[config.mk]
export PLATFORM = sky130hd
export DESIGN_NAME = fcf_top
export DESIGN_NICKNAME = d
export VERILOG_FILES = /design/src/hw/fcf_pkg.sv /design/src/hw/fcf_top.sv /design/src/hw/fcf_sync.sv /design/src/hw/fcf_mem.sv
export SDC_FILE = /design/constraint.sdc
export NUM_CORES = 2
export LEC_CHECK = 0
export BUFFER_PORTS_ARGS = -buffer_cell sky130_fd_sc_hd__buf_2
export CAP_MARGIN = 20
export CORE_MARGIN = 3
export CORE_UTILIZATION = 40
export CTS_CLUSTER_DIAMETER = 50
export CTS_CLUSTER_SIZE = 10
export DETAILED_ROUTE_END_ITERATION = 7
export MAX_ROUTING_LAYER = met4
export PLACE_DENSITY_LB_ADDON = 0.12
export SETUP_SLACK_MARGIN = 0.4
export SLEW_MARGIN = 0
export SYNTH_ARGS = -nofsm -noshare
export SYNTH_HDL_FRONTEND = slang
export SYNTH_HIERARCHICAL = 1
export SYNTH_MEMORY_MAX_BITS = 65536
export SYNTH_SLANG_ARGS = --single-unit
[constraint.sdc]
create_clock -name clk_sys -period 25.3 [get_ports clk_sys]
set_clock_uncertainty 0.1 [all_clocks]
set_input_delay 1.265 -clock clk_sys [delete_from_list [all_inputs] [get_ports clk_sys]]
set_output_delay 1.265 -clock clk_sys [all_outputs]
set_load 0.01 [all_outputs]
[src/hw/fcf_pkg.sv]
// Shared constants, register map and carrier types for the clocked FIFO block
package fcf_pkg;
    // Storage geometry
    localparam int FCF_DATA_W = 9;
    localparam int FCF_DEPTH = 512;
    localparam int FCF_PAR_BIT = 8;
    // Parity sense: 0 gives even parity over the low eight bits
    localparam logic FCF_PAR_ODD = 1'b0;
    // Cycles after reset release before the first-load strap is trusted
    localparam logic [1:0] FCF_INIT_CYC = 2'h2;

    // Programming word: parity enable, generate/check select, threshold
    typedef struct packed {
        logic par_en;
        logic par_gen;
        logic [6:0] thresh;
    } fcf_cfg_t;
    localparam fcf_cfg_t FCF_CFG_RESET = '{par_en: 1'b0, par_gen: 1'b0, thresh: 7'h10};

    // Pin bundle as it passes through the synchroniser
    typedef struct packed {
        logic wclk;
        logic rclk;
        logic wen_n;
        logic ren_n;
        logic mr;
        logic xi_n;
        logic fl;
        logic [FCF_DATA_W-1:0] d;
    } fcf_pins_t;
    localparam fcf_pins_t FCF_PINS_IDLE = '{wclk: 1'b0, rclk: 1'b0, wen_n: 1'b1, ren_n: 1'b1,
                                            mr: 1'b0, xi_n: 1'b1, fl: 1'b1, d: 9'h000};

    // Status flags: the two cascade tokens, then one per decoded level
    typedef struct packed {
        logic rtok;
        logic wtok;
        logic empty;
        logic almost_empty;
        logic half;
        logic almost_full;
        logic full;
    } fcf_flags_t;
    localparam fcf_flags_t FCF_FLAGS_RESET = '{rtok: 1'b0, wtok: 1'b0, empty: 1'b1, almost_empty: 1'b1,
                                               half: 1'b0, almost_full: 1'b0, full: 1'b0};

    // APB register byte offsets
    localparam logic [11:0] FCF_OFS_CTRL = 12'h000;
    localparam logic [11:0] FCF_OFS_CFG = 12'h004;
    localparam logic [11:0] FCF_OFS_STAT = 12'h008;
    localparam logic [11:0] FCF_OFS_LEVEL = 12'h00C;
    localparam int FCF_CTRL_CASC_BIT = 0;
endpackage

[src/hw/fcf_top.sv]
// Cascadable nine-bit clocked FIFO with programming path, parity and APB status
//
// Chosen here: the APB slave port and the placing of the registers.
`timescale 1ns/100ps
// Operation
// - Write clock edge with enable and room stores the nine input bits
// - Active-low write enable gates every write clock edge, program mode too
// - Active-low read enable gates every read clock edge, program mode too
// - Read clock edge with enable and data presents the next word
// - Write edge during config reset loads the configuration instead of memory
// - Read edge during config reset shows configuration on the outputs
// - Parity generation replaces the ninth input bit with a computed parity
// - Ninth output is data, generated parity, or parity error by mode
// - Half, almost-full and full flags change only on write clock edges
// - Empty and almost-empty flags change only on read clock edges
// - Half-full output follows the write clock
// - Combined output: empty on read clock, full on write clock
// - Standalone almost pin: almost-full on write, almost-empty on read clock
// - Cascaded, the almost pin becomes the cascade-out to the next device
// - Standalone, a low strobe on first-load/replay restarts reading from start
// - Config reset empties buffer and restores no parity, threshold sixteen
// - Three status outputs decode to six fill states
module fcf_top
    import fcf_pkg::*;
#(
    parameter int DEPTH = FCF_DEPTH
) (
    input wire logic clk_sys,
    input wire logic rstn,
    input wire logic [11:0] paddr,
    input wire logic psel,
    input wire logic penable,
    input wire logic pwrite,
    input wire logic [31:0] pwdata,
    output logic [31:0] prdata,
    output logic pready,
    output logic pslverr,
    input wire logic write_clock,
    input wire logic read_clock,
    input wire logic write_enable_n,
    input wire logic read_enable_n,
    input wire logic config_reset,
    input wire logic [FCF_DATA_W-1:0] input_word,
    output logic [7:0] output_bits,
    output logic ninth_output_bit,
    output logic half_full_flag,
    output logic empty_full_n,
    output logic almost_flag_or_cascade_out_n,
    input wire logic cascade_in_n,
    input wire logic first_load_or_replay
);
    localparam int AW = $clog2(DEPTH);
    localparam int CW = AW + 1;
    localparam logic [CW-1:0] FULL_CNT = CW'(DEPTH);
    localparam logic [CW-1:0] HALF_CNT = CW'(DEPTH / 2);
    localparam logic [CW-1:0] ONE_CNT = CW'(1);

    fcf_pins_t pins_raw;
    fcf_pins_t pins_s;
    fcf_pins_t prev_q;
    fcf_cfg_t cfg_q;
    fcf_flags_t flags;
    logic casc_q;
    logic [AW-1:0] wr_ptr_q;
    logic [AW-1:0] rd_ptr_q;
    logic [CW-1:0] cnt_q;
    logic [CW-1:0] cnt_d;
    logic [CW-1:0] thr_cnt;
    logic [FCF_DATA_W-1:0] wr_word;
    logic [FCF_DATA_W-1:0] rd_word;
    logic [FCF_DATA_W-1:0] out_q;
    logic empty_q, aempty_q, half_q, afull_q, full_q;
    logic wtok_q, rtok_q, xo_q;
    logic [1:0] init_q;
    logic [31:0] prdata_q;
    logic w_edge, r_edge, mr_rise, fl_fall, xi_fall;
    logic wr_acc, rd_acc, replay, cfg_wr, cfg_rd;
    logic w_pass, r_pass, unmapped;

    // Every pin from outside passes two flip-flops first
    assign pins_raw = '{wclk: write_clock, rclk: read_clock, wen_n: write_enable_n,
                        ren_n: read_enable_n, mr: config_reset, xi_n: cascade_in_n,
                        fl: first_load_or_replay, d: input_word};

    fcf_sync #(
        .W($bits(fcf_pins_t)),
        .INIT(FCF_PINS_IDLE)
    ) u_sync (
        .clk_sys(clk_sys),
        .rstn(rstn),
        .async_in(pins_raw),
        .sync_out(pins_s)
    );

    // Previous synchronised levels for edge detection
    always_ff @(posedge clk_sys or negedge rstn) begin
        if (!rstn) begin
            prev_q <= FCF_PINS_IDLE;
        end else begin
            prev_q <= pins_s;
        end
    end

    // Pin clock edges; data was synchronised with the same latency
    assign w_edge = pins_s.wclk & ~prev_q.wclk;
    assign r_edge = pins_s.rclk & ~prev_q.rclk;
    assign mr_rise = pins_s.mr & ~prev_q.mr;
    assign fl_fall = prev_q.fl & ~pins_s.fl;
    assign xi_fall = prev_q.xi_n & ~pins_s.xi_n;

    // Qualified operations
    assign cfg_wr = w_edge & ~pins_s.wen_n & pins_s.mr;
    assign cfg_rd = r_edge & ~pins_s.ren_n & pins_s.mr;
    assign wr_acc = w_edge & ~pins_s.wen_n & ~pins_s.mr & (cnt_q != FULL_CNT)
                    & (~casc_q | wtok_q);
    assign rd_acc = r_edge & ~pins_s.ren_n & ~pins_s.mr & (cnt_q != '0)
                    & (~casc_q | rtok_q);
    // Replay relies on the controller holding both enables high meanwhile
    assign replay = fl_fall & ~casc_q & ~pins_s.mr;

    // Write token leaves when this device fills; read token when it drains
    assign w_pass = casc_q & wr_acc & (cnt_q == FULL_CNT - ONE_CNT);
    assign r_pass = casc_q & rd_acc & (cnt_q == ONE_CNT) & ~wtok_q;

    // Parity generation substitutes the ninth stored bit
    assign wr_word = (cfg_q.par_en & cfg_q.par_gen)
                     ? {(^pins_s.d[7:0]) ^ FCF_PAR_ODD, pins_s.d[7:0]} : pins_s.d;

    fcf_mem #(
        .W(FCF_DATA_W),
        .DEPTH(DEPTH)
    ) u_mem (
        .clk_sys(clk_sys),
        .wr_en(wr_acc),
        .wr_addr(wr_ptr_q),
        .wr_data(wr_word),
        .rd_addr(rd_ptr_q),
        .rd_data(rd_word)
    );

    // Next fill level; replay rebuilds it from the write pointer
    always_comb begin
        cnt_d = cnt_q;
        if (pins_s.mr) begin
            cnt_d = '0;
        end else if (replay) begin
            cnt_d = (wr_ptr_q == '0 && cnt_q != '0) ? FULL_CNT : CW'(wr_ptr_q);
        end else if (wr_acc && !rd_acc) begin
            cnt_d = cnt_q + ONE_CNT;
        end else if (rd_acc && !wr_acc) begin
            cnt_d = cnt_q - ONE_CNT;
        end
    end

    // Pointers and level
    always_ff @(posedge clk_sys or negedge rstn) begin
        if (!rstn) begin
            wr_ptr_q <= '0;
            rd_ptr_q <= '0;
            cnt_q <= '0;
        end else begin
            cnt_q <= cnt_d;
            if (pins_s.mr) begin
                wr_ptr_q <= '0;
                rd_ptr_q <= '0;
            end else begin
                if (wr_acc) begin
                    wr_ptr_q <= (wr_ptr_q == AW'(DEPTH - 1)) ? '0 : wr_ptr_q + AW'(1);
                end
                if (replay) begin
                    rd_ptr_q <= '0;
                end else if (rd_acc) begin
                    rd_ptr_q <= (rd_ptr_q == AW'(DEPTH - 1)) ? '0 : rd_ptr_q + AW'(1);
                end
            end
        end
    end

    // Configuration: defaults on config reset, pin programming, then APB
    always_ff @(posedge clk_sys or negedge rstn) begin
        if (!rstn) begin
            cfg_q <= FCF_CFG_RESET;
        end else if (mr_rise) begin
            cfg_q <= FCF_CFG_RESET;
        end else if (cfg_wr) begin
            cfg_q <= fcf_cfg_t'(pins_s.d);
        end else if (psel && penable && pwrite && paddr == FCF_OFS_CFG) begin
            cfg_q <= fcf_cfg_t'(pwdata[FCF_DATA_W-1:0]);
        end
    end

    // Threshold as a level count
    assign thr_cnt = CW'(cfg_q.thresh);

    // Write-side flags move only on write clock edges
    always_ff @(posedge clk_sys or negedge rstn) begin
        if (!rstn) begin
            half_q <= FCF_FLAGS_RESET.half;
            afull_q <= FCF_FLAGS_RESET.almost_full;
            full_q <= FCF_FLAGS_RESET.full;
        end else if (pins_s.mr) begin
            half_q <= 1'b0;
            afull_q <= 1'b0;
            full_q <= 1'b0;
        end else if (w_edge) begin
            half_q <= cnt_d > HALF_CNT;
            afull_q <= cnt_d >= FULL_CNT - thr_cnt;
            full_q <= cnt_d == FULL_CNT;
        end
    end

    // Read-side flags move only on read clock edges
    always_ff @(posedge clk_sys or negedge rstn) begin
        if (!rstn) begin
            empty_q <= FCF_FLAGS_RESET.empty;
            aempty_q <= FCF_FLAGS_RESET.almost_empty;
        end else if (pins_s.mr) begin
            empty_q <= 1'b1;
            aempty_q <= 1'b1;
        end else if (r_edge) begin
            empty_q <= cnt_d == '0;
            aempty_q <= cnt_d <= thr_cnt;
        end
    end

    // Output word register: memory data, parity view, or configuration
    always_ff @(posedge clk_sys or negedge rstn) begin
        if (!rstn) begin
            out_q <= '0;
        end else if (cfg_rd) begin
            out_q <= FCF_DATA_W'(cfg_q);
        end else if (rd_acc) begin
            out_q[7:0] <= rd_word[7:0];
            if (cfg_q.par_en && !cfg_q.par_gen) begin
                out_q[FCF_PAR_BIT] <= ((^rd_word[7:0]) ^ FCF_PAR_ODD) != rd_word[FCF_PAR_BIT];
            end else begin
                out_q[FCF_PAR_BIT] <= rd_word[FCF_PAR_BIT];
            end
        end
    end

    // Strap settle counter; the strap is sampled while the synchroniser still holds its idle value
    always_ff @(posedge clk_sys or negedge rstn) begin
        if (!rstn) begin
            init_q <= '0;
        end else if (init_q != FCF_INIT_CYC) begin
            init_q <= init_q + 2'h1;
        end
    end

    // Cascade tokens; chain head is marked by a low first-load strap at a config reset rise
    always_ff @(posedge clk_sys or negedge rstn) begin
        if (!rstn) begin
            wtok_q <= FCF_FLAGS_RESET.wtok;
            rtok_q <= FCF_FLAGS_RESET.rtok;
        end else if (mr_rise || init_q == FCF_INIT_CYC - 2'h1) begin
            wtok_q <= ~pins_s.fl;
            rtok_q <= ~pins_s.fl;
        end else if (casc_q) begin
            if (w_pass) begin
                wtok_q <= 1'b0;
            end else if (xi_fall && !wtok_q && !rtok_q && cnt_q == '0) begin
                wtok_q <= 1'b1;
            end
            if (r_pass) begin
                rtok_q <= 1'b0;
            end else if (xi_fall && (wtok_q || cnt_q != '0)) begin
                rtok_q <= 1'b1;
            end
        end
    end

    // One-cycle cascade-out pulse per token hand-off
    always_ff @(posedge clk_sys or negedge rstn) begin
        if (!rstn) begin
            xo_q <= 1'b0;
        end else begin
            xo_q <= w_pass | r_pass;
        end
    end

    // Control register: cascade mode select
    always_ff @(posedge clk_sys or negedge rstn) begin
        if (!rstn) begin
            casc_q <= 1'b0;
        end else if (psel && penable && pwrite && paddr == FCF_OFS_CTRL) begin
            casc_q <= pwdata[FCF_CTRL_CASC_BIT];
        end
    end

    assign flags = '{rtok: rtok_q, wtok: wtok_q, empty: empty_q, almost_empty: aempty_q,
                     half: half_q, almost_full: afull_q, full: full_q};

    // Read data captured in the setup phase so it is steady in the access phase
    always_ff @(posedge clk_sys or negedge rstn) begin
        if (!rstn) begin
            prdata_q <= '0;
        end else if (psel && !penable) begin
            case (paddr)
                FCF_OFS_CTRL: prdata_q <= 32'(casc_q);
                FCF_OFS_CFG: prdata_q <= 32'(cfg_q);
                FCF_OFS_STAT: prdata_q <= 32'(flags);
                FCF_OFS_LEVEL: prdata_q <= 32'(cnt_q);
                default: prdata_q <= '0;
            endcase
        end
    end

    // Zero-wait slave; unmapped addresses answer with an error
    assign unmapped = paddr != FCF_OFS_CTRL && paddr != FCF_OFS_CFG
                      && paddr != FCF_OFS_STAT && paddr != FCF_OFS_LEVEL;
    assign pready = 1'b1;
    assign pslverr = psel & penable & unmapped;
    assign prdata = prdata_q;

    // Pin outputs; the three status pins decode to six fill states
    assign output_bits = out_q[7:0];
    assign ninth_output_bit = out_q[FCF_PAR_BIT];
    assign half_full_flag = half_q;
    assign empty_full_n = ~(empty_q | full_q);
    assign almost_flag_or_cascade_out_n = casc_q ? ~xo_q : ~(afull_q | aempty_q);
endmodule // fcf_top

[src/hw/fcf_sync.sv]
// Two-stage synchroniser for a bundle of asynchronous pin inputs
`timescale 1ns/100ps
module fcf_sync #(
    parameter int W = 1,
    parameter logic [W-1:0] INIT = '0
) (
    input wire logic clk_sys,
    input wire logic rstn,
    input wire logic [W-1:0] async_in,
    output logic [W-1:0] sync_out
);
    logic [W-1:0] meta_q;

    // First stage feeds only the second stage
    generate
        for (genvar i = 0; i < W; i++) begin : g_bit
            always_ff @(posedge clk_sys or negedge rstn) begin
                if (!rstn) begin
                    meta_q[i] <= INIT[i];
                    sync_out[i] <= INIT[i];
                end else begin
                    meta_q[i] <= async_in[i];
                    sync_out[i] <= meta_q[i];
                end
            end
        end
    endgenerate
endmodule // fcf_sync

[src/hw/fcf_mem.sv]
// Word store for the FIFO: one clocked write port, one combinational read port
`timescale 1ns/100ps
module fcf_mem #(
    parameter int W = 9,
    parameter int DEPTH = 512,
    parameter int AW = $clog2(DEPTH)
) (
    input wire logic clk_sys,
    input wire logic wr_en,
    input wire logic [AW-1:0] wr_addr,
    input wire logic [W-1:0] wr_data,
    input wire logic [AW-1:0] rd_addr,
    output logic [W-1:0] rd_data
);
    logic [W-1:0] mem [DEPTH];

    // No reset on the array; contents are only read after being written
    always_ff @(posedge clk_sys) begin
        if (wr_en) begin
            mem[wr_addr] <= wr_data;
        end
    end

    assign rd_data = mem[rd_addr];
endmodule // fcf_mem

# Word-level counts from Yosys, hierarchy flattened
# Memories as Yosys holds them, arrays and structs flattened.
# Index checks and enable logic that the tools add are counted.
word_totals:
  ff_bits: 126
  ramBits: 4608
  input_bits: 65
  out_inout_bits: 46
  elab_cells: 207
  n_memories: 1
classes:
  addsub: 6
  n_lt_le_gt_ge: 3
  eq_ne: 15
  mux: 41
  n_bitwise: 43
  reduce_logical: 43
mem_list:
  columns: ["memory", "depth", "word_bits", "rd", "rd_ports_with_merged_regs", "write_ports", "line_no", "rtl"]
  rows:
  - ["u_mem.mem", 512, 9, 1, 0, 1, "fcf_mem.sv:15", "logic [W-1:0] mem [DEPTH];"]
op_table:
  columns: ["operator", "n"]
  rows:
  - ["$mux W9", 13]
  - ["$mux W10", 5]
  - ["$pmux W10 S4", 1]
  - ["$and A1 B1 Y1", 25]
  - ["$eq A12 B4 Y1 const B", 2]
  - ["$ne A12 B4 Y1 const B", 2]
  - ["$mux W1", 22]
  - ["$logic_not A10 Y1", 2]
  - ["$add A9 B1 Y9 const B", 2]
  - ["$eq A9 B9 Y1 const B", 2]
  - ["$logic_and A1 B1 Y1", 16]
  - ["$reduce_xor A8 Y1", 2]
  - ["$not A1 Y1", 13]
  - ["$eq A12 B3 Y1 const B", 1]
  - ["$logic_not A12 Y1", 1]
  - ["$ne A12 B3 Y1 const B", 1]
  - ["$reduce_bool A12 Y1", 1]
  - ["$reduce_bool A3 Y1", 4]
  - ["$add A10 B1 Y10 const B", 1]
  - ["$eq A10 B1 Y1 const B", 1]
  - ["$eq A10 B10 Y1 const B", 1]
  - ["$eq A10 B9 Y1 const B", 1]
  - ["$ge A10 B10 Y1", 1]
  - ["$gt A10 B9 Y1 const B", 1]
  - ["15 further kinds", 30]

# Longest topological paths before layout
depth:
  ltp_word: 15
  ltp_mapped: 19
  depth_no_buf: 16

# Hierarchy
# The synthesis kept the hierarchy.
by_module_without_submodules:
  columns: ["mod", "n_inst", "cells_each", "area_per_inst_um2", "seq_area_each_um2"]
  rows:
  - ["fcf_mem", 1, 8879, 179434.6, 138372.7]
  - ["fcf_top", 1, 577, 5103.6, 1808.0]
  - ["fcf_sync", 1, 32, 810.8, 810.8]

# Least setup slack after synthesis
# Ideal clock, no wire load.
synth_timing:
  path_kind: "register to register"
  start: "register u_sync.sync_out[3]"
  end: "memory u_mem.mem[0][8] (data pin)"
  setup_ns: 3.252
  arrival_time_ns: 21.194
  required_time_ns: 21.948
  path_slack_ns: 0.754
  stages_incl_launch_ff: 5
  path_buffers: 0
  synth_period_minus_slack_ns: 24.546
  path_cell_list: "dfrtp_1 -> xnor2_1 -> xnor2_1 -> xnor2_1 -> a31oi_1"
synth_between:
  elab_chain_len: 2
synth_rtl:
  columns: ["element", "line_no", "rtl"]
  rows:
  - ["start, declared", "fcf_sync.sv:10", "output logic [W-1:0] sync_out"]
  - ["start signal, assigned by index", "fcf_sync.sv:20", "sync_out[i] <= INIT[i];"]
  - ["start signal, assigned by index", "fcf_sync.sv:23", "sync_out[i] <= meta_q[i];"]
  - ["$reduce_xor A8 Y1", "fcf_top.sv:127", "? {(^pins_s.d[7:0]) ^ FCF_PAR_ODD, pins_s.d[7:0]} : pins_s.d;"]
  - ["$mux W9", "fcf_top.sv:127", null]
  - ["net wr_word[8]", "fcf_top.sv:69", "logic [FCF_DATA_W-1:0] wr_word;"]
  - ["end, declared", "fcf_mem.sv:15", null]
# The timed path passes the listed nets, and every way through them passes these cells.

# Worst setup path after layout
layout_timing:
  start: "register rd_ptr_q[0]"
  end: "register out_q[8]"
layout_between:
  elab_chain_len: 6
layout_rtl:
  columns: ["element", "line_no", "rtl"]
  rows:
  - ["start, declared", "fcf_top.sv:65", "logic [AW-1:0] rd_ptr_q;"]
  - ["start signal, assigned", "fcf_top.sv:173", "rd_ptr_q <= (rd_ptr_q == AW'(DEPTH - 1)) ? '0 : rd_ptr_q + AW'(1);"]
  - ["$mem_v2 Z512 W9", null, null]
  - ["net rd_word[1]", "fcf_top.sv:70", "logic [FCF_DATA_W-1:0] rd_word;"]
  - ["$reduce_xor A8 Y1", "fcf_top.sv:235", "out_q[FCF_PAR_BIT] <= ((^rd_word[7:0]) ^ FCF_PAR_ODD) != rd_word[FCF_PAR_BIT];"]
  - ["$ne A1 B1 Y1", "fcf_top.sv:235", null]
  - ["$mux W1", "fcf_top.sv:234", "if (cfg_q.par_en && !cfg_q.par_gen) begin"]
  - ["$mux W9", "fcf_top.sv:232", "end else if (rd_acc) begin"]
  - ["$mux W9", "fcf_top.sv:230", "end else if (cfg_rd) begin"]
  - ["end signal, assigned", "fcf_top.sv:231", "out_q <= FCF_DATA_W'(cfg_q);"]
  - ["end signal, assigned by index", "fcf_top.sv:235", null]
  - ["end signal, assigned by index", "fcf_top.sv:237", "out_q[FCF_PAR_BIT] <= rd_word[FCF_PAR_BIT];"]
  - ["end, declared", "fcf_top.sv:71", "logic [FCF_DATA_W-1:0] out_q;"]
# The timed path passes the listed nets, and every way through them passes these cells. The select of a mux whose other input is x is not followed.
# A chain may end at the register's enable or synchronous reset.

==> impl_metrics.ini <==
[power]
peakVddDrop_uv = 64.0
power.internal_mw = 13.1
power.density_nw_per_um2 = 79.1
p_leak_nw = 61.3
power_frac_comb_pct = 2.8
clockPowerShare_pct = 44.8
p_seq_share_pct = 52.3
switchingPower_mw = 3.38
switching_share_pct = 20.5

[finish]
synthToLayoutAreaGrowth_pct = 12.5
multi_input_area_um2 = 40900
nFillCells = 38900
drive_gt1_share_pct = 18.2
nNetsFinal = 9831
seq_area_um2 = 141000

[critical_path]
rr_startpoint = rd_ptr_q[0]
reg2regPathDepth = 19
worstSetupEndpointType = register
critical-path-slowest-cell = buf_4
crit_buf_inv = 6
critPathRequiredTime_ns = 26.07
rrSetupSlack_ns = 16.12
critical_path_class = register to register
path_max_fanout = 76
max_stage_delay_ns = 0.79
crit_top_cell = buf_4
cp_cell_sequence = buf_12 > buf_4 > buf_4 > buf_4 > buf_4 > buf_4 > mux2i_1 > o221ai_1 > a21oi_1 > nor4_1 > nand4_1 > nand4_1 > and4bb_1 > xnor2_1 > xnor2_1 > xnor2_1 > nor3_1 > xnor2_1 > o221ai_1
path_depth = 19
critPathLaunch = rd_ptr_q[0]
endpoint = out_q[8]
crit_family = buffers and inverters
start_kind = register
r2r_end = out_q[8]
worstPathArrival_ns = 9.95

[floorplanning]
num_rows = 249
io_pins = 111
start_util_pct = 40.2
core_area_um2 = 461000
die_w_um = 687
fp.dieH_um = 687
die-area_um2 = 472000

[routing]
vias = 95000
drtIter0Drc = 10400
wl_mm = 517
via_per_inst = 5.90
drc = 0
ant_nets = 0
firstDrtPassIters = 6
avgRoutedWirePerCell_um = 32.1

[synthesis]
ys_dominant_reg_cell = edfxtp_1
ys_warn_count = 6
synth_edf_count = 4608
avgSynthCellArea_um2 = 19.5
synthArstFlopShare_pct = 2.21
yosysSeqAreaShare_pct = 76.1
syn_area_um2 = 185000
ys_seq_elements = 4712
synthCells = 9488
synth_cell_types = 81

[clocking]
htreeDepth = 6
ctsResizeCount = 0
cts_made_buffers = 576
holdBufCountCts = 0
cts-root-buf = clkbuf_16
clock-sinks = 4712
clock_path_buffers = 4
cts_setup_buffers = 0
tritoncts = done
clk_latency_ns = 1.06
clkSlewWorstSetupHoldPaths_ns = 0.05

[grt]
grt_overflow_total = 0
grt_pass1_vias = 95100
grt_antenna_before_repair = 21
grt_pass1_wl_mm = 729
grt_max_degree = 169
grt_use_total_pct = 22.2

[hold_path]
min_path_type = input pin to async pin

[timing]
min_period_over_period_pct = 36.3
finalHoldViolations = 0
relSlewSlack_pct = 20.4
finalCriticalPeriod_ns = 9.18
grt_setup_unrepaired = false
slew_violations = 0
setup_viol = 0
worst_pin_slew_ns = 1.19
tns_ns = 0
whs_ns = 0.126
fmax_mhz = 109

[placed_design]
portBuffers = 64
dp_hpwl_mm = 305
gp_congestion = 0.844

[status]
status = completed

[run]
max_cap_viol_count = 0
## worst min-delay path by stage
stage / start / endpoint / slack [ns]
finish: rstn / u_sync/meta_q[1] / 0.13
CTS: rstn / u_sync/meta_q[6] / 0.07
detailed placement: u_sync/meta_q[3] / u_sync/sync_out[3] / 0.24
floorplan: u_sync/meta_q[0] / u_sync/sync_out[0] / 0.23
global placement: u_sync/meta_q[5] / u_sync/sync_out[5] / 0.23
global route: rstn / u_sync/meta_q[1] / 0.12
## worst register-to-register path, cell delays in order, from the launching register on
cell	delay, ns
dfrtp_4	0.70
buf_12	0.56
buf_4	0.78
buf_4	0.59
buf_4	0.72
buf_4	0.77
buf_4	0.85
mux2i_1	0.21
o221ai_1	0.43
a21oi_1	0.21
nor4_1	0.39
nand4_1	0.54
nand4_1	0.76
and4bb_1	0.50
xnor2_1	0.14
xnor2_1	0.20
xnor2_1	0.11
nor3_1	0.18
xnor2_1	0.15
o221ai_1	0.14
## sequential cells by signal (all words and copies together), names as in the netlist, 10 cells and up
register,cells
u_sync/sync_out,16
cnt_q,10
prdata,10
u_mem/mem,4608
u_sync/meta_q,16
## stage by stage
stage          util, %  area [um^2]  cells  setup WS, ns  total power, mW
2_1_floorplan        -       185000   9509         0.754             9.16
3_3_place_gp      41.6       192000  15300         15.86             9.24
3_5_place_dp      41.6       192000  15300         15.99             9.25
4_1_cts           45.2       208000  16100         15.97             16.6
5_1_grt           45.2       208000  16100         15.47             17.0
6_report          45.2       208000  16100         16.12             16.5
## area by class of cell
cell class / count / area share (%)
clock buffer: 658 / 7.23
antenna: 17 / 0.0204
multi-input combinational: 4158 / 19.6
timing repair buffer: 264 / 1.01
inverter: 28 / 0.0546
clock inverter: 129 / 0.695
tap: 6149 / 3.69
sequential: 4712 / 67.7
## cells by family after synthesis
logic type / synth area share [%]
flip-flops: 76.1
AND/OR/NAND/NOR: 2.91
AO/OA/AOI/OAI: 4.68
adder cells (fa/ha/maj): 0.182
buffers and inverters: 2.00
multiplexers: 14.1
XOR/XNOR: 0.104
other: 0.00405
## Yosys cell counts, types with 12 or more instances
master	number	area share, %
edfxtp_1	4608	75
mux2i_1	892	4.8
mux4_2	748	9.1
nor2_1	664	1.3
o221ai_1	428	2.0
clkbuf_1	263	0.53
a21oi_1	243	0.66
o22ai_1	202	0.68
nand2_1	163	0.33
o21ai_0	153	0.41
buf_4	108	0.44
dfrtp_1	91	1.2
buf_2	87	0.23
nand4_1	73	0.25
buf_1	64	0.13
buf_6	63	0.38
nor3_1	59	0.16
a22oi_1	57	0.23
nand3_1	38	0.10
nor4_1	38	0.13
o31ai_1	28	0.11
inv_1	27	0.055
and3_1	26	0.088
ha_1	26	0.18
a211oi_1	25	0.10
mux2_2	24	0.15
xnor2_1	21	0.099
buf_8	20	0.16
a31oi_1	19	0.064
o21ai_1	19	0.051
and2_1	18	0.061
nand2b_1	15	0.051
nor2b_1	15	0.051
dfstp_2	13	0.18
nor3b_1	12	0.049
## layout by cell type, fill, tap and decap left out, types with 63 or more instances in the layout
master and instances:
mux4_2 748, o221ai_1 428, dfrtp_1 79, a21oi_1 243
nand4_1 73, edfxtp_1 4608, mux2i_1 892, o21ai_0 153
buf_2 63, o22ai_1 202, nand2_1 150, nor2_1 660
clkbuf_1 65, buf_4 173, clkbuf_16 592
## layer usage
| metal | track usage, % | vias up | routed length, um | share of wire (%) |
|---|---|---|---|---|
| met5 | - | - | 0 | 0 |
| met4 | 5.42 | 0 | 13200 | 2.5 |
| met3 | 3.37 | 731 | 33700 | 6.5 |
| met2 | 34.8 | 3364 | 249000 | 48 |
| met1 | 30.6 | 51200 | 222000 | 43 |
| li1 | - | 39700 | - | - |
## power groups by stage
stage	Combinational, mW	Sequential, mW	Clock, mW
floorplan	0.272	8.88	0
CTS	0.472	8.62	7.55
finish	0.468	8.63	7.39
detailed placement	0.472	8.78	0
global placement	0.461	8.78	0
global route	0.506	8.62	7.87
Note: power is estimated with default switching activity, not from simulation.
